`src/rtl/ppfm_pkg.sv`:
```
// Package for the port pin function multiplexer: register map and carriers
package ppfm_pkg;
   localparam int unsigned PORT_W = 8;
   localparam logic [11:0] ADDR_PA_DATA  = 12'h000;
   localparam logic [11:0] ADDR_PA_DIR   = 12'h004;
   localparam logic [11:0] ADDR_PA_PH    = 12'h008;
   localparam logic [11:0] ADDR_PA_PL    = 12'h00C;
   localparam logic [11:0] ADDR_PA_DIE   = 12'h010;
   localparam logic [11:0] ADDR_PA_IN    = 12'h014;
   localparam logic [11:0] ADDR_PB_DATA  = 12'h020;
   localparam logic [11:0] ADDR_PB_DIR   = 12'h024;
   localparam logic [11:0] ADDR_PB_PH    = 12'h028;
   localparam logic [11:0] ADDR_PB_PL    = 12'h02C;
   localparam logic [11:0] ADDR_PB_DIE   = 12'h030;
   localparam logic [11:0] ADDR_PB_IN    = 12'h034;
   localparam logic [11:0] ADDR_ALT      = 12'h040;
   localparam logic [11:0] ADDR_IRQ_STAT = 12'h044;
   localparam logic [11:0] ADDR_IRQ_MASK = 12'h048;
   localparam logic [7:0]  DIE_RESET     = 8'hFF;
   localparam logic [7:0]  ZERO8         = 8'h00;
   localparam logic [1:0]  RESP_OKAY     = 2'b00;
   localparam logic [1:0]  RESP_SLVERR   = 2'b10;
   // Alternate function control bit positions
   localparam int unsigned ALT_EXT0_SEL  = 0;
   localparam int unsigned ALT_EXT0_FALL = 1;
   localparam int unsigned ALT_EXT1_FALL = 2;
   localparam int unsigned ALT_TB_PA3    = 3;
   localparam int unsigned ALT_TB_PB4    = 4;
   localparam int unsigned ALT_TC_PB5    = 5;
   localparam int unsigned ALT_TC_PB6    = 6;
   localparam int unsigned ALT_TC_PB7    = 7;
   localparam int unsigned ALT_CMP_PA0   = 8;
   localparam int unsigned ALT_W         = 9;
   // Status bit positions
   localparam int unsigned ST_EXT0 = 0;
   localparam int unsigned ST_EXT1 = 1;
   localparam int unsigned ST_WAKE = 2;
   localparam int unsigned ST_W    = 3;
   // Pin indices
   localparam int unsigned PIN_EXT0_A = 0;
   localparam int unsigned PIN_EXT1_A = 4;
   localparam int unsigned PIN_RST_A  = 5;
   localparam int unsigned PIN_EXT0_B = 5;

   typedef struct packed {
      logic [7:0] data;
      logic [7:0] dir;
      logic [7:0] pull_hi;
      logic [7:0] pull_lo;
      logic [7:0] die;
   } ppfm_port_cfg_t;

   typedef struct packed {
      logic [7:0] o;
      logic [7:0] oe;
      logic [7:0] pull_hi;
      logic [7:0] pull_lo;
   } ppfm_pad_t;
endpackage

```
`src/rtl/ppfm_pad.sv`:
```
// One port of eight pads: output mux with alternate priority, input gating
`timescale 1ns/1ps
module ppfm_pad (
   input  wire logic                    aclk,
   input  wire logic                    aresetn,
   input  wire ppfm_pkg::ppfm_port_cfg_t cfg,
   input  wire logic [7:0]              alt_en,
   input  wire logic [7:0]              alt_val,
   input  wire logic [7:0]              pin_i,
   output ppfm_pkg::ppfm_pad_t          pad,
   output logic      [7:0]              din,
   output logic      [7:0]              toggle
);
   logic [7:0] sync_w;
   logic [7:0] gated_w;
   logic [7:0] prev_reg;

   ppfm_sync #(.W(8)) u_sync (
      .aclk    (aclk),
      .aresetn (aresetn),
      .din     (pin_i),
      .dout    (sync_w)
   );

   // Disabled digital inputs read low and cannot toggle
   assign gated_w = sync_w & cfg.die;
   assign din     = gated_w;

   always_ff @(posedge aclk) begin
      if (!aresetn) begin
         prev_reg <= ppfm_pkg::ZERO8;
      end else begin
         prev_reg <= gated_w;
      end
   end

   assign toggle = (gated_w ^ prev_reg) & cfg.die;

   always_comb begin
      pad.pull_hi = cfg.pull_hi & ~cfg.pull_lo;
      pad.pull_lo = cfg.pull_lo;
      pad.oe      = cfg.dir | alt_en;
      pad.o       = (alt_en & alt_val) | (~alt_en & cfg.data);
   end
endmodule

```
`src/rtl/ppfm_sync.sv`:
```
// Three-stage input synchroniser with agreement filter for pin inputs
`timescale 1ns/1ps
module ppfm_sync #(
   parameter int unsigned W = 8
) (
   input  wire logic         aclk,
   input  wire logic         aresetn,
   input  wire logic [W-1:0] din,
   output logic      [W-1:0] dout
);
   logic [W-1:0] s1_reg;
   logic [W-1:0] s2_reg;
   logic [W-1:0] s3_reg;

   initial begin
      if (W < 1) $error("ppfm_sync width must be at least one");
   end

   always_ff @(posedge aclk) begin
      if (!aresetn) begin
         s1_reg <= '0;
         s2_reg <= '0;
         s3_reg <= '0;
      end else begin
         s1_reg <= din;
         s2_reg <= s1_reg;
         s3_reg <= s2_reg;
      end
   end

   // A change counts once the second and third stages agree
   always_ff @(posedge aclk) begin
      if (!aresetn) begin
         dout <= '0;
      end else begin
         for (int i = 0; i < W; i++) begin
            if (s2_reg[i] == s3_reg[i]) begin
               dout[i] <= s3_reg[i];
            end
         end
      end
   end
endmodule

```
`src/rtl/ppfm_top.sv`:
```
// Port A/B pin function multiplexer with AXI4-Lite register access
// Overview of operation
// - Each pin is input or output, with pull-high or pull-low chosen.
// - Port A input-enable bit zero blocks input and pin wake-up.
// - Port B input-enable bit zero blocks input and pin wake-up.
// - Port A bit 5 reset pin wakes system unless its enable is zero.
// - External interrupts fire on rising or falling edge, register chosen.
// - Interrupt line zero comes from port A bit 0 or B bit 5.
// - Interrupt line one comes from edges on port A bit 4.
// - Second timer PWM may drive port A bit 3 or B bit 4.
// - Third timer PWM may drive port B bits 5, 6 or 7.
// - Comparator result may drive port A bit 0.
//
// Decided for this implementation: the AXI4-Lite slave port and the register offsets.
`timescale 1ns/1ps
module ppfm_top (
   input  wire logic                aclk,
   input  wire logic                aresetn,
   input  wire logic [11:0]         s_axi_awaddr,
   input  wire logic                s_axi_awvalid,
   output logic                     s_axi_awready,
   input  wire logic [31:0]         s_axi_wdata,
   input  wire logic [3:0]          s_axi_wstrb,
   input  wire logic                s_axi_wvalid,
   output logic                     s_axi_wready,
   output logic [1:0]               s_axi_bresp,
   output logic                     s_axi_bvalid,
   input  wire logic                s_axi_bready,
   input  wire logic [11:0]         s_axi_araddr,
   input  wire logic                s_axi_arvalid,
   output logic                     s_axi_arready,
   output logic [31:0]              s_axi_rdata,
   output logic [1:0]               s_axi_rresp,
   output logic                     s_axi_rvalid,
   input  wire logic                s_axi_rready,
   input  wire logic [7:0]          pa_pin_i,
   input  wire logic [7:0]          pb_pin_i,
   output ppfm_pkg::ppfm_pad_t      pa_pad,
   output ppfm_pkg::ppfm_pad_t      pb_pad,
   input  wire logic                timer_b_pwm_out,
   input  wire logic                timer_c_pwm_out,
   input  wire logic                cmp_result_pin,
   input  wire logic                external_reset_n,
   output logic                     ext_irq_line_zero,
   output logic                     ext_irq_line_one,
   output logic                     wake_req,
   output logic                     irq
);
   ppfm_pkg::ppfm_port_cfg_t pa_cfg_reg;
   ppfm_pkg::ppfm_port_cfg_t pb_cfg_reg;
   logic [ppfm_pkg::ALT_W-1:0] alt_reg;
   logic [ppfm_pkg::ST_W-1:0]  stat_reg;
   logic [ppfm_pkg::ST_W-1:0]  mask_reg;
   logic [ppfm_pkg::ST_W-1:0]  ev_w;
   logic [7:0] pa_alt_en;
   logic [7:0] pa_alt_val;
   logic [7:0] pb_alt_en;
   logic [7:0] pb_alt_val;
   logic [7:0] pa_din;
   logic [7:0] pb_din;
   logic [7:0] pa_tog;
   logic [7:0] pb_tog;
   logic [2:0] rst_sync_reg;
   logic       rst_pin_prev_reg;
   logic       rst_wake_w;
   logic       e0_src_w;
   logic       e0_prev_reg;
   logic       e1_prev_reg;
   logic       e0_hit_w;
   logic       e1_hit_w;
   logic       aw_have_reg;
   logic       w_have_reg;
   logic [11:0] aw_addr_reg;
   logic [31:0] w_data_reg;
   logic [3:0]  w_strb_reg;
   logic       wr_do;
   logic       rd_do;
   logic       rd_stat;

   // Edge select: fall_sel high picks a falling edge, else a rising edge
   function automatic logic edge_hit(input logic cur, input logic prev,
                                     input logic fall_sel);
      edge_hit = fall_sel ? (prev & ~cur) : (cur & ~prev);
   endfunction

   // Byte-lane write merge for an eight-bit register
   function automatic logic [7:0] lane0(input logic [7:0] old,
                                        input logic [31:0] d,
                                        input logic [3:0] s);
      lane0 = s[0] ? d[7:0] : old;
   endfunction

   // ---------------- Alternate output routing
   always_comb begin
      pa_alt_en  = ppfm_pkg::ZERO8;
      pa_alt_val = ppfm_pkg::ZERO8;
      pb_alt_en  = ppfm_pkg::ZERO8;
      pb_alt_val = ppfm_pkg::ZERO8;
      pa_alt_en[0]  = alt_reg[ppfm_pkg::ALT_CMP_PA0];
      pa_alt_val[0] = cmp_result_pin;
      pa_alt_en[3]  = alt_reg[ppfm_pkg::ALT_TB_PA3];
      pa_alt_val[3] = timer_b_pwm_out;
      pb_alt_en[4]  = alt_reg[ppfm_pkg::ALT_TB_PB4];
      pb_alt_val[4] = timer_b_pwm_out;
      pb_alt_en[5]  = alt_reg[ppfm_pkg::ALT_TC_PB5];
      pb_alt_en[6]  = alt_reg[ppfm_pkg::ALT_TC_PB6];
      pb_alt_en[7]  = alt_reg[ppfm_pkg::ALT_TC_PB7];
      pb_alt_val[7:5] = {3{timer_c_pwm_out}};
   end

   ppfm_pad u_pad_a (
      .aclk    (aclk),
      .aresetn (aresetn),
      .cfg     (pa_cfg_reg),
      .alt_en  (pa_alt_en),
      .alt_val (pa_alt_val),
      .pin_i   (pa_pin_i),
      .pad     (pa_pad),
      .din     (pa_din),
      .toggle  (pa_tog)
   );

   ppfm_pad u_pad_b (
      .aclk    (aclk),
      .aresetn (aresetn),
      .cfg     (pb_cfg_reg),
      .alt_en  (pb_alt_en),
      .alt_val (pb_alt_val),
      .pin_i   (pb_pin_i),
      .pad     (pb_pad),
      .din     (pb_din),
      .toggle  (pb_tog)
   );

   // ---------------- External reset pin as wake source
   always_ff @(posedge aclk) begin
      if (!aresetn) begin
         rst_sync_reg     <= 3'b111;
         rst_pin_prev_reg <= 1'b1;
      end else begin
         rst_sync_reg <= {rst_sync_reg[1:0], external_reset_n};
         if (rst_sync_reg[1] == rst_sync_reg[2]) begin
            rst_pin_prev_reg <= rst_sync_reg[2];
         end
      end
   end
   assign rst_wake_w = ~rst_pin_prev_reg
                     & pa_cfg_reg.die[ppfm_pkg::PIN_RST_A];

   // ---------------- External interrupt edge detection
   assign e0_src_w = alt_reg[ppfm_pkg::ALT_EXT0_SEL]
                   ? pb_din[ppfm_pkg::PIN_EXT0_B]
                   : pa_din[ppfm_pkg::PIN_EXT0_A];

   always_ff @(posedge aclk) begin
      if (!aresetn) begin
         e0_prev_reg <= 1'b0;
         e1_prev_reg <= 1'b0;
      end else begin
         e0_prev_reg <= e0_src_w;
         e1_prev_reg <= pa_din[ppfm_pkg::PIN_EXT1_A];
      end
   end

   assign e0_hit_w = edge_hit(e0_src_w, e0_prev_reg,
                     alt_reg[ppfm_pkg::ALT_EXT0_FALL]);
   assign e1_hit_w = edge_hit(pa_din[ppfm_pkg::PIN_EXT1_A], e1_prev_reg,
                     alt_reg[ppfm_pkg::ALT_EXT1_FALL]);

   always_ff @(posedge aclk) begin
      if (!aresetn) begin
         ext_irq_line_zero <= 1'b0;
         ext_irq_line_one  <= 1'b0;
         wake_req          <= 1'b0;
      end else begin
         ext_irq_line_zero <= e0_hit_w;
         ext_irq_line_one  <= e1_hit_w;
         wake_req <= (|pa_tog) | (|pb_tog) | rst_wake_w;
      end
   end

   // ---------------- Sticky status and masked interrupt
   assign ev_w[ppfm_pkg::ST_EXT0] = e0_hit_w;
   assign ev_w[ppfm_pkg::ST_EXT1] = e1_hit_w;
   assign ev_w[ppfm_pkg::ST_WAKE] = (|pa_tog) | (|pb_tog) | rst_wake_w;

   // Set wins over read-clear
   always_ff @(posedge aclk) begin
      if (!aresetn) begin
         stat_reg <= '0;
      end else if (rd_stat) begin
         stat_reg <= ev_w;
      end else begin
         stat_reg <= stat_reg | ev_w;
      end
   end

   assign irq = |(stat_reg & mask_reg);

   // ---------------- AXI4-Lite write channel
   always_ff @(posedge aclk) begin
      if (!aresetn) begin
         aw_have_reg <= 1'b0;
         w_have_reg  <= 1'b0;
         aw_addr_reg <= '0;
         w_data_reg  <= '0;
         w_strb_reg  <= '0;
      end else begin
         if (s_axi_awvalid && s_axi_awready) begin
            aw_have_reg <= 1'b1;
            aw_addr_reg <= s_axi_awaddr;
         end else if (wr_do) begin
            aw_have_reg <= 1'b0;
         end
         if (s_axi_wvalid && s_axi_wready) begin
            w_have_reg <= 1'b1;
            w_data_reg <= s_axi_wdata;
            w_strb_reg <= s_axi_wstrb;
         end else if (wr_do) begin
            w_have_reg <= 1'b0;
         end
      end
   end

   assign s_axi_awready = ~aw_have_reg & ~s_axi_bvalid;
   assign s_axi_wready  = ~w_have_reg & ~s_axi_bvalid;
   assign wr_do         = aw_have_reg & w_have_reg & ~s_axi_bvalid;

   always_ff @(posedge aclk) begin
      if (!aresetn) begin
         s_axi_bvalid <= 1'b0;
         s_axi_bresp  <= ppfm_pkg::RESP_OKAY;
      end else if (wr_do) begin
         s_axi_bvalid <= 1'b1;
         unique case (aw_addr_reg)
            ppfm_pkg::ADDR_PA_DATA, ppfm_pkg::ADDR_PA_DIR,
            ppfm_pkg::ADDR_PA_PH, ppfm_pkg::ADDR_PA_PL,
            ppfm_pkg::ADDR_PA_DIE, ppfm_pkg::ADDR_PB_DATA,
            ppfm_pkg::ADDR_PB_DIR, ppfm_pkg::ADDR_PB_PH,
            ppfm_pkg::ADDR_PB_PL, ppfm_pkg::ADDR_PB_DIE,
            ppfm_pkg::ADDR_ALT, ppfm_pkg::ADDR_IRQ_MASK: begin
               s_axi_bresp <= ppfm_pkg::RESP_OKAY;
            end
            default: begin
               s_axi_bresp <= ppfm_pkg::RESP_SLVERR;
            end
         endcase
      end else if (s_axi_bready) begin
         s_axi_bvalid <= 1'b0;
      end
   end

   // Configuration registers
   always_ff @(posedge aclk) begin
      if (!aresetn) begin
         pa_cfg_reg     <= '0;
         pb_cfg_reg     <= '0;
         pa_cfg_reg.die <= ppfm_pkg::DIE_RESET;
         pb_cfg_reg.die <= ppfm_pkg::DIE_RESET;
         alt_reg        <= '0;
         mask_reg       <= '0;
      end else if (wr_do) begin
         unique case (aw_addr_reg)
            ppfm_pkg::ADDR_PA_DATA:
               pa_cfg_reg.data <= lane0(pa_cfg_reg.data, w_data_reg,
                                        w_strb_reg);
            ppfm_pkg::ADDR_PA_DIR:
               pa_cfg_reg.dir <= lane0(pa_cfg_reg.dir, w_data_reg,
                                       w_strb_reg);
            ppfm_pkg::ADDR_PA_PH:
               pa_cfg_reg.pull_hi <= lane0(pa_cfg_reg.pull_hi, w_data_reg,
                                           w_strb_reg);
            ppfm_pkg::ADDR_PA_PL:
               pa_cfg_reg.pull_lo <= lane0(pa_cfg_reg.pull_lo, w_data_reg,
                                           w_strb_reg);
            ppfm_pkg::ADDR_PA_DIE:
               pa_cfg_reg.die <= lane0(pa_cfg_reg.die, w_data_reg,
                                       w_strb_reg);
            ppfm_pkg::ADDR_PB_DATA:
               pb_cfg_reg.data <= lane0(pb_cfg_reg.data, w_data_reg,
                                        w_strb_reg);
            ppfm_pkg::ADDR_PB_DIR:
               pb_cfg_reg.dir <= lane0(pb_cfg_reg.dir, w_data_reg,
                                       w_strb_reg);
            ppfm_pkg::ADDR_PB_PH:
               pb_cfg_reg.pull_hi <= lane0(pb_cfg_reg.pull_hi, w_data_reg,
                                           w_strb_reg);
            ppfm_pkg::ADDR_PB_PL:
               pb_cfg_reg.pull_lo <= lane0(pb_cfg_reg.pull_lo, w_data_reg,
                                           w_strb_reg);
            ppfm_pkg::ADDR_PB_DIE:
               pb_cfg_reg.die <= lane0(pb_cfg_reg.die, w_data_reg,
                                       w_strb_reg);
            ppfm_pkg::ADDR_ALT: begin
               if (w_strb_reg[0]) alt_reg[7:0] <= w_data_reg[7:0];
               if (w_strb_reg[1]) alt_reg[8] <= w_data_reg[8];
            end
            ppfm_pkg::ADDR_IRQ_MASK:
               if (w_strb_reg[0]) mask_reg <= w_data_reg[ppfm_pkg::ST_W-1:0];
            default: begin
            end
         endcase
      end
   end

   // ---------------- AXI4-Lite read channel
   assign s_axi_arready = ~s_axi_rvalid;
   assign rd_do         = s_axi_arvalid & s_axi_arready;
   assign rd_stat       = rd_do & (s_axi_araddr == ppfm_pkg::ADDR_IRQ_STAT);

   always_ff @(posedge aclk) begin
      if (!aresetn) begin
         s_axi_rvalid <= 1'b0;
         s_axi_rdata  <= '0;
         s_axi_rresp  <= ppfm_pkg::RESP_OKAY;
      end else if (rd_do) begin
         s_axi_rvalid <= 1'b1;
         s_axi_rresp  <= ppfm_pkg::RESP_OKAY;
         s_axi_rdata  <= '0;
         unique case (s_axi_araddr)
            ppfm_pkg::ADDR_PA_DATA:  s_axi_rdata[7:0] <= pa_cfg_reg.data;
            ppfm_pkg::ADDR_PA_DIR:   s_axi_rdata[7:0] <= pa_cfg_reg.dir;
            ppfm_pkg::ADDR_PA_PH:    s_axi_rdata[7:0] <= pa_cfg_reg.pull_hi;
            ppfm_pkg::ADDR_PA_PL:    s_axi_rdata[7:0] <= pa_cfg_reg.pull_lo;
            ppfm_pkg::ADDR_PA_DIE:   s_axi_rdata[7:0] <= pa_cfg_reg.die;
            ppfm_pkg::ADDR_PA_IN:    s_axi_rdata[7:0] <= pa_din;
            ppfm_pkg::ADDR_PB_DATA:  s_axi_rdata[7:0] <= pb_cfg_reg.data;
            ppfm_pkg::ADDR_PB_DIR:   s_axi_rdata[7:0] <= pb_cfg_reg.dir;
            ppfm_pkg::ADDR_PB_PH:    s_axi_rdata[7:0] <= pb_cfg_reg.pull_hi;
            ppfm_pkg::ADDR_PB_PL:    s_axi_rdata[7:0] <= pb_cfg_reg.pull_lo;
            ppfm_pkg::ADDR_PB_DIE:   s_axi_rdata[7:0] <= pb_cfg_reg.die;
            ppfm_pkg::ADDR_PB_IN:    s_axi_rdata[7:0] <= pb_din;
            ppfm_pkg::ADDR_ALT:
               s_axi_rdata[ppfm_pkg::ALT_W-1:0] <= alt_reg;
            ppfm_pkg::ADDR_IRQ_STAT:
               s_axi_rdata[ppfm_pkg::ST_W-1:0] <= stat_reg;
            ppfm_pkg::ADDR_IRQ_MASK:
               s_axi_rdata[ppfm_pkg::ST_W-1:0] <= mask_reg;
            default: s_axi_rresp <= ppfm_pkg::RESP_SLVERR;
         endcase
      end else if (s_axi_rready) begin
         s_axi_rvalid <= 1'b0;
      end
   end
endmodule
```
`config.mk`:
```
export PLATFORM = sky130hd
export DESIGN_NAME = ppfm_top
export DESIGN_NICKNAME = d
export VERILOG_FILES = /design/src/rtl/ppfm_pkg.sv /design/src/rtl/ppfm_pad.sv /design/src/rtl/ppfm_sync.sv /design/src/rtl/ppfm_top.sv
export SDC_FILE = /design/constraint.sdc
export NUM_CORES = 1
export LEC_CHECK = 0
export ABC_AREA = 0
export BUFFER_PORTS_ARGS = -buffer_cell sky130_fd_sc_hd__buf_2
export CELL_PAD_IN_SITES_DETAIL_PLACEMENT = 1
export CELL_PAD_IN_SITES_GLOBAL_PLACEMENT = 1
export CORE_MARGIN = 5
export CORE_UTILIZATION = 39
export CTS_BUF_LIST = sky130_fd_sc_hd__clkbuf_8
export DETAILED_ROUTE_END_ITERATION = 10
export GPL_TIMING_DRIVEN = 0
export PLACE_DENSITY = 0.88
export SKIP_LAST_GASP = 1
export SLEW_MARGIN = 20
export SYNTH_ARGS = -nofsm -noshare
export SYNTH_HDL_FRONTEND = slang
export SYNTH_SLANG_ARGS = --single-unit
```
`constraint.sdc`:
```
create_clock -name aclk -period 2.22 [get_ports aclk]
set_input_delay 0.444 -clock aclk [delete_from_list [all_inputs] [get_ports aclk]]
set_output_delay 0.444 -clock aclk [all_outputs]
set_load 0.01 [all_outputs]
```
Word level (Yosys, flattened, before mapping):

Cells that the tools add are included.

* register bits after elaboration: 224
* output and inout port bits: 109
* word-level logic and storage cells: 183

* equality and inequality tests: 42
* multiplexer cells: 16
* bitwise operators: 44
* reduce and logical (&&, ||, !) cells: 26

Operators by type and width (count)
* 12-bit by 6-bit == test with 1-bit output, second input constant: 11
* 8-bit AND: 9
* 5-bit case mux with 13 select lines: 1
* 12-bit by 7-bit == test with 1-bit output, second input constant: 5
* 12-bit by 4-bit == test with 1-bit output, second input constant: 4
* 3-bit case mux with 15 select lines: 1
* 3-bit AND reduction: 13
* 12-bit by 5-bit == test with 1-bit output, second input constant: 3
* 12-bit by 3-bit == test with 1-bit output, second input constant: 2
* 12-bit zero test: 2
* 8-bit NOT: 3
* 8-bit OR: 3
* 1-bit == test: 17
* 8-bit OR reduction: 2
* 8-bit XOR: 2
* 15-bit OR reduction: 1
* 12-bit OR reduction: 1
* 1-bit AND: 11
* 1-bit two-way mux: 11
* 1-bit NOT: 9
* 4-bit NOT with 8-bit output: 1
* 8-bit by 4-bit OR with 8-bit output: 1
* 2-bit nonzero test: 4
* 4-bit AND: 1
* other kinds (7): 10

Longest topological paths before layout:

Gate-level depths: netlist of the first run.

* depth after elaboration: 8
* depth in mapped cells: 7
* depth with buffers taken out: 6

By module:

A second synthesis of the first run with hierarchy kept.

* cell total of the unflattened synthesis: 1054
* area, all modules: 9892.0 sq um

Modules (own cells, without submodules)
* ppfm_top: instances 1, cells each 744, area each 6703.9 sq um, seq. area each 2842.7 sq um
* ppfm_sync: instances 2, cells each 83, area each 960.9 sq um, seq. area each 640.6 sq um
* ppfm_pad: instances 2, cells each 72, area each 633.1 sq um, seq. area each 160.2 sq um

Worst setup path after synthesis of the first run:

Ideal clock, no wire load.

* path kind: input to register
* start point: input s_axi_araddr[1]
* end point: register s_axi_rdata[7]
* setup time: 0.078 ns
* arrival: 2.098 ns
* required time: 2.142 ns
* setup slack: 0.044 ns
* cell stages on the path: 5
* cell sequence: or4_4 -> or3_1 -> buf_6 -> or4_4 -> a32oi_1

* word-level cells in the longest chain between the ends: 2
* elaborated cells on any way between the ends: 14
* classes of those cells: 12 x eq/ne; 1 x mux; 1 x reduce/logical

RTL lines
* start: declaration: line ppfm_top.sv:29 `input wire logic [11:0] s_axi_araddr,`
* 12-bit by 7-bit == test with 1-bit output, or another cell as far along: line ppfm_top.sv:320 `unique case (s_axi_araddr)`
* 5-bit case mux with 13 select lines (*): line ppfm_top.sv:320
* end signal: assignment: line ppfm_top.sv:321 `ppfm_pkg::ADDR_PA_DATA: s_axi_rdata[7:0] <= pa_cfg_reg.data;`
* end signal: assignment: line ppfm_top.sv:322 `ppfm_pkg::ADDR_PA_DIR: s_axi_rdata[7:0] <= pa_cfg_reg.dir;`
* end signal: assignment: line ppfm_top.sv:323 `ppfm_pkg::ADDR_PA_PH: s_axi_rdata[7:0] <= pa_cfg_reg.pull_hi;`
* end: declaration: line ppfm_top.sv:32 `output logic [31:0] s_axi_rdata,`

Every way passes the cells marked *; elsewhere a longest branch is shown, timed or not.
A chain may end at the register's enable or synchronous reset.

Worst setup path in the final report of the first run:

* start point: register aw_addr_reg[5]
* end point: register pb_cfg_reg[19] (netlist name)

* word-level cells in the longest chain between the ends: 2

RTL lines
* start: declaration: line ppfm_top.sv:73 `logic [11:0] aw_addr_reg;`
* start signal: assignment: line ppfm_top.sv:211 `aw_addr_reg <= s_axi_awaddr;`
* 12-bit by 6-bit == test with 1-bit output: line ppfm_top.sv:263 `unique case (aw_addr_reg)`
* 3-bit AND reduction (no line)
* end: declaration: line ppfm_top.sv:50 `ppfm_pkg::ppfm_port_cfg_t pb_cfg_reg;`

No other way between the ends.

==> flow_summary.ini, run 1 <==
[global_routing]
first_global_vias = 8870
overflow = 0
grt_max_degree = 11
antenna_found_initial = 0
grt_first_pass_wirelength_um = 51010
grt_use_total = 0.2286

[drt]
routedWlPerCell_um = 21.16
num_vias = 8398
met2_length_um = 16150
wirelength_um = 33490
ant_nets = 0
route.met3.wl_um = 2296
first_pass_iters = 5
via_per_inst = 5.305
met1_length_um = 14240
drc = 0
routed.top_layer = met4
drt_iter0_drc = 634

[run_status]
outcome = finished clean

[setup_path]
path_buf_inv = 0
critPathLaunch = aw_addr_reg[5]
crit_chain = or4bb_1 > nor4_4 > nand2_2 > mux2i_1 > nor2b_1
endpoint_kind = flop
reg2regPathDepth = 5
worstSetupPathDepth = 5
critPathLaunchType = flop
reg2reg_to = pb_cfg_reg[19]
r2r_start = aw_addr_reg[5]
arrival_ps = 2590
worstSetupEndpoint = pb_cfg_reg[19]
required_ps = 2630
path_class = reg -> reg
path_delay_family = simple AND/OR/NAND/NOR gates
cp_max_fo = 8
max_stage_delay_ps = 560
rrSetupSlack_ps = 40
cp_slowest_cell = or4bb_1

[power]
powerDensity_mw_per_mm2 = 692.8
vdd_drop_max_mv = 0.3468
power.leakage_nw = 5.290

[clock_tree]
cts.htree.levels = 2
numCtsBuffers = 37
clk_latency_ps = 530
cts_sinks = 221
cts_tree = done
cts_root_buf = clkbuf_8
cts_max_path_buffers = 3
path_clk_slew_ps = 70

[placed_design]
io_buffers = 141
place_congestion = 0.9435
dpl.cell_count = 1517
hpwl_um = 24640

[layout]
syn_to_final_growth_pct = 21.09
diodes = 0
final_cells = 1583
seqCellArea_sq_mm = 0.004424
multi_input_area_sq_mm = 0.004702
post-route-util = 0.4816
final_nets = 1323
layout-drive-gt1-share = 0.2534
fillers = 2885

[sta]
worstMarginPinSlew_ps = 959.7
finalClockSkew_ps = 17.23
fmax_mhz = 459.3
setup_viol = 0
post-route-period-util = 0.9807
hold_slack_ps = 108.3
hold_viol_final = 0
rsz0062_at_grt = true
relSlewSlack = 0.3510
min_period_ps = 2177
setup-tns-final_ps = 0
drv_slew = 0

[die]
num_rows = 57
dieArea_sq_mm = 0.02813
core_sq_mm = 0.02439
die_h_um = 167.7
die_w_um = 167.7
ioPinCount = 196
initial_utilization = 0.3978

[synthesis]
synth_area_per_cell_sq_um = 9.438
ys_seq_elements = 221
synth_edf_count = 0
syn-cell-area_sq_mm = 0.009702
synthFlopType = dfxtp_1
yosys_warnings = 0
synth.distinct_cells = 64
async_reset_ff_frac = 0
synth-seq-area-share = 0.4560
synthCells = 1028

[run]
maxCapViolCount = 0

[min_path]
hold_class = in -> reg
[per-layer routing]
metal | up-vias | GRT usage
li1 | 3870 | -
met1 | 4110 | 0.3013
met2 | 360 | 0.3836
met3 | 58 | 0.04031
met4 | 0 | 0.06987
met5 | - | 0
[worst reg2reg max path, delay by kind of cell, from the launching register on]
kind / cells / cell delay [ps]
multiplexers: 1 / 300
AND/OR/NAND/NOR: 4 / 1350
flip-flops: 1 / 410
[how the worst min path moves through the flow]
| stage | start | end | cells past startpoint |
|---|---|---|---|
| after floorplan | rst_sync_reg[0] | rst_sync_reg[1] | 1 |
| after global placement | rst_sync_reg[0] | rst_sync_reg[1] | 1 |
| after detailed placement | rst_sync_reg[0] | rst_sync_reg[1] | 1 |
| after CTS | external_reset_n | rst_sync_reg[0] | 2 |
| after global routing | pa_pin_i[0] | u_pad_a.u_sync.s1_reg[0] | 2 |
| final | external_reset_n | rst_sync_reg[0] | 2 |
[synth_stat cells, types with 14 or more instances]
| cell | n | area [sq um] |
|---|---|---|
| mux2_2 | 17 | 191.4 |
| o21ai_0 | 39 | 195.2 |
| mux2i_1 | 94 | 940.9 |
| a22oi_1 | 14 | 105.1 |
| xor2_1 | 14 | 122.6 |
| nor2b_1 | 63 | 394.1 |
| clkbuf_1 | 50 | 187.7 |
| nand3_1 | 26 | 130.1 |
| and3_1 | 19 | 118.9 |
| a21boi_0 | 46 | 345.3 |
| and2_1 | 53 | 331.6 |
| nand2_1 | 153 | 574.3 |
| dfxtp_1 | 221 | 4424 |
| nor2_1 | 15 | 56.30 |
| buf_4 | 62 | 465.5 |
[final cells by class]
| cell class | count | share of cell area |
|---|---|---|
| repair buffers | 145 | 0.06401 |
| plain buffers | 119 | 0.06316 |
| flip-flops and latches | 221 | 0.3766 |
| well taps | 324 | 0.03451 |
| multi-input cells | 702 | 0.4003 |
| clock buffers | 44 | 0.05155 |
| clock inverters | 20 | 0.007349 |
| inverters | 8 | 0.002556 |
[power by group]
group / total [mW] / internal [mW] / switching (mW)
Clock: 3.42 / 1.80 / 1.63
Combinational: 0.619 / 0.225 / 0.393
Sequential: 4.10 / 4.05 / 0.0510
Total: 8.14 / 6.07 / 2.07
[metrics by stage]
stage               setup slack, ps  cell area, sq um  total power, mW
global route                 -20.81             11750            8.437
detailed placement            -1256             10920            4.762
floorplan                     43.73              9792            4.524
finish                        42.85             11750            8.138
CTS                          -169.6             11690            8.170
global placement              -1254             10900            4.743
[cells in the final DEF, fill, tap and decap left out, types with 5 or more instances in the layout]
| master | n |
|---|---|
| dfxtp_1 | 221 |
| nand2_1 | 151 |
| inv_1 | 22 |
| mux2_2 | 17 |
| mux2i_1 | 94 |
| clkbuf_1 | 43 |
| nor2_1 | 15 |
| conb_1 | 25 |
| nor2b_1 | 63 |
| buf_2 | 142 |
| a21oi_1 | 10 |
| nand3_1 | 25 |
| buf_4 | 65 |
| a22oi_1 | 14 |
| nand2b_1 | 7 |
| nor3_1 | 8 |
| nand4_1 | 5 |
| and2_1 | 53 |
| clkbuf_8 | 47 |
| o21ai_0 | 39 |
| a21boi_0 | 46 |
| and3_1 | 19 |
| a32oi_1 | 9 |
| nor4_1 | 5 |
| or2_2 | 7 |
| clkinv_2 | 5 |
| xor2_1 | 14 |
[repair_timing]
action | in CTS | in global routing
setup buffers | 4 | 0
pin swaps | 3 | 1
setup endpoints to repair | 85 | 88
gates resized for setup | 14 | 17
hold buffers | 0 | 0
[cell families after synthesis]
group / Yosys count / share of synthesized area
multiplexers: 115 / 0.1260
AND/OR/NAND/NOR: 396 / 0.2172
adder cells (fa/ha/maj): 2 / 0.002579
XOR/XNOR: 15 / 0.01354
buffers and inverters: 129 / 0.07867
other: 1 / 0.0003865
AO/OA/AOI/OAI: 149 / 0.1056
flip-flops: 221 / 0.4560
Power figures use the tool's default switching activity.
==> inputs of run 2 (changes only) <==
--- a/config.mk
+++ b/config.mk
@@ -10,11 +10,12 @@
 export CELL_PAD_IN_SITES_DETAIL_PLACEMENT = 1
 export CELL_PAD_IN_SITES_GLOBAL_PLACEMENT = 1
 export CORE_MARGIN = 5
-export CORE_UTILIZATION = 39
+export CORE_UTILIZATION = 40
 export CTS_BUF_LIST = sky130_fd_sc_hd__clkbuf_8
 export DETAILED_ROUTE_END_ITERATION = 10
 export GPL_TIMING_DRIVEN = 0
-export PLACE_DENSITY = 0.88
+export PLACE_DENSITY_LB_ADDON = 0.1
+export RECOVER_POWER = 25
 export SKIP_LAST_GASP = 1
 export SLEW_MARGIN = 20
 export SYNTH_ARGS = -nofsm -noshare
==> constraint.sdc (replaced) <==
create_clock -name aclk -period 2.4 [get_ports aclk]
set_input_delay 0.48 -clock aclk [delete_from_list [all_inputs] [get_ports aclk]]
set_output_delay 0.48 -clock aclk [all_outputs]
set_load 0.01 [all_outputs]
==> flow_summary.ini, run 2 (synthesis results as in run 1) <==
[run_status]
outcome = finished clean

[drt]
routedWlPerCell_um = 20.29
first_pass_iters = 5
wirelength_um = 32160
ant_nets = 0
via_per_inst = 5.134
drc = 0
num_vias = 8138
drt_iter0_drc = 455

[setup_path]
arrival_ps = 2700
cp_max_fo = 8
critPathLaunchType = flop
required_ps = 2810
path_class = reg -> reg
endpoint_kind = flop

[sta]
setup_viol = 0
hold_viol_final = 0
finalWorstSetupSlack_ps = 111.6
worstMarginPinSlew_ps = 1104
fmax_mhz = 437.0
hold_slack_ps = 153.3
post-route-period-util = 0.9535
rsz0062_at_grt = true
finalClockSkew_ps = 28.82
min_period_ps = 2288
drv_slew = 0
relSlewSlack = 0.2536

[clock_tree]
cts_sinks = 221
numCtsBuffers = 38
cts_root_buf = clkbuf_8
cts_max_path_buffers = 3
clk_latency_ps = 540
cts_tree = done
hold_buffers = 0
cts.htree.levels = 2
path_clk_slew_ps = 60

[power]
pwr-share-seq = 0.499
vdd_drop_max_mv = 0.3312
p_sw_frac = 0.2484
comb_power_share = 0.072
pwr-share-clk = 0.429
power.leakage_nw = 5.222
powerDensity_mw_per_mm2 = 650.1
power.switching_mw = 1.886
p_int_mw = 5.706

[die]
die_h_um = 165.7
num_rows = 57
initial_utilization = 0.4025
dieArea_sq_mm = 0.02747
die_w_um = 165.7
core_sq_mm = 0.02411
ioPinCount = 196

[layout]
final_cell_mix = 221 x dfxtp_1, 153 x nand2_1, 144 x buf_2
layout_commonest_cell = dfxtp_1
final_cell_area_sq_mm = 0.01168
post-route-util = 0.4845
diodes = 0
fillers = 2837
syn_to_final_growth_pct = 20.38
layout-drive-gt1-share = 0.2443
final_nets = 1324

[global_routing]
grt_max_degree = 11
grt_use_total = 0.2281
grt_first_pass_wirelength_um = 49610
antenna_found_initial = 0
first_global_vias = 8298
overflow = 0

[placed_design]
pre_cts_slack_ps = -1264
place_congestion = 0.8813
io_buffers = 141
placed_cell_area_sq_mm = 0.01092
hpwl_um = 24630

[run]
maxCapViolCount = 0

[min_path]
hold_class = in -> reg
run 2: changes by cell type in the layout (fill, tap and decap cells not counted), sizes merged:
| cell | before | now |
|---|---|---|
| buf | 214 | 209 |
| clkinvlp | 0 | 2 |
| clkinv | 5 | 1 |
| clkbuf | 94 | 102 |
| inv | 23 | 24 |
run 2: cell type report:
| class | instances | area, sq um | area share |
|---|---|---|---|
| Buffer | 121 | 734.5 | 0.06289 |
| Clock buffer | 47 | 646.9 | 0.05539 |
| Clock inverter | 19 | 85.08 | 0.007285 |
| Inverter | 8 | 30.03 | 0.002571 |
| Multi-Input combinational cell | 702 | 4634 | 0.3968 |
| Sequential cell | 221 | 4424 | 0.3788 |
| Tap cell | 324 | 405.4 | 0.03471 |
| Timing Repair Buffer | 143 | 718.2 | 0.06150 |
run 2: critical path: stages (launching register included):
cell and delay [ps]:
dfxtp_1 320, or4_1 620, nor4_2 450, nand2_1 460, mux2i_1 280, nor2b_1 70
run 2: repair_timing:
action | 4_1_cts | 5_1_grt
pin swaps | 0 | 1
buffers inserted | 0 | 1
gates resized for setup | 5 | 7
setup endpoints to repair | 15 | 51
run 2: worst paths after layout:
path / cells past startpoint / slack, ps / start / end
worst max-delay path: 5 / 110 / aw_addr_reg[10] / pb_cfg_reg[19]
worst min-delay path: 2 / 150 / external_reset_n / rst_sync_reg[0]
worst max register to register: 5 / 110 / aw_addr_reg[10] / pb_cfg_reg[19]
worst min register to register: 1 / 420 / rst_sync_reg[0] / rst_sync_reg[1]
run 2: layer usage:
layer / GRT usage / part of all wire / up-vias
met1: 0.3113 / 0.46 / 3949
met2: 0.3690 / 0.46 / 260
met4: 0.06277 / 0.023 / 0
met5: 0 / 0 / -
met3: 0.04737 / 0.059 / 42
li1: - / - / 3887
run 2: through the flow:
stage               TNS [ps]  power, mW  cells
floorplan                  0      4.185   1052
global placement       -7100      4.401   1517
detailed placement     -6978      4.410   1518
CTS                        0      7.676   1584
global route          -58.84      7.928   1585
finish                     0      7.592   1585
run 2: power groups by stage:
stage / sequential, mW / combinational, mW / clock [mW]
finish: 3.78 / 0.549 / 3.26
global route: 3.79 / 0.602 / 3.53
CTS: 3.79 / 0.549 / 3.34
detailed placement: 3.86 / 0.546 / 0
global placement: 3.86 / 0.539 / 0
floorplan: 3.85 / 0.332 / 0
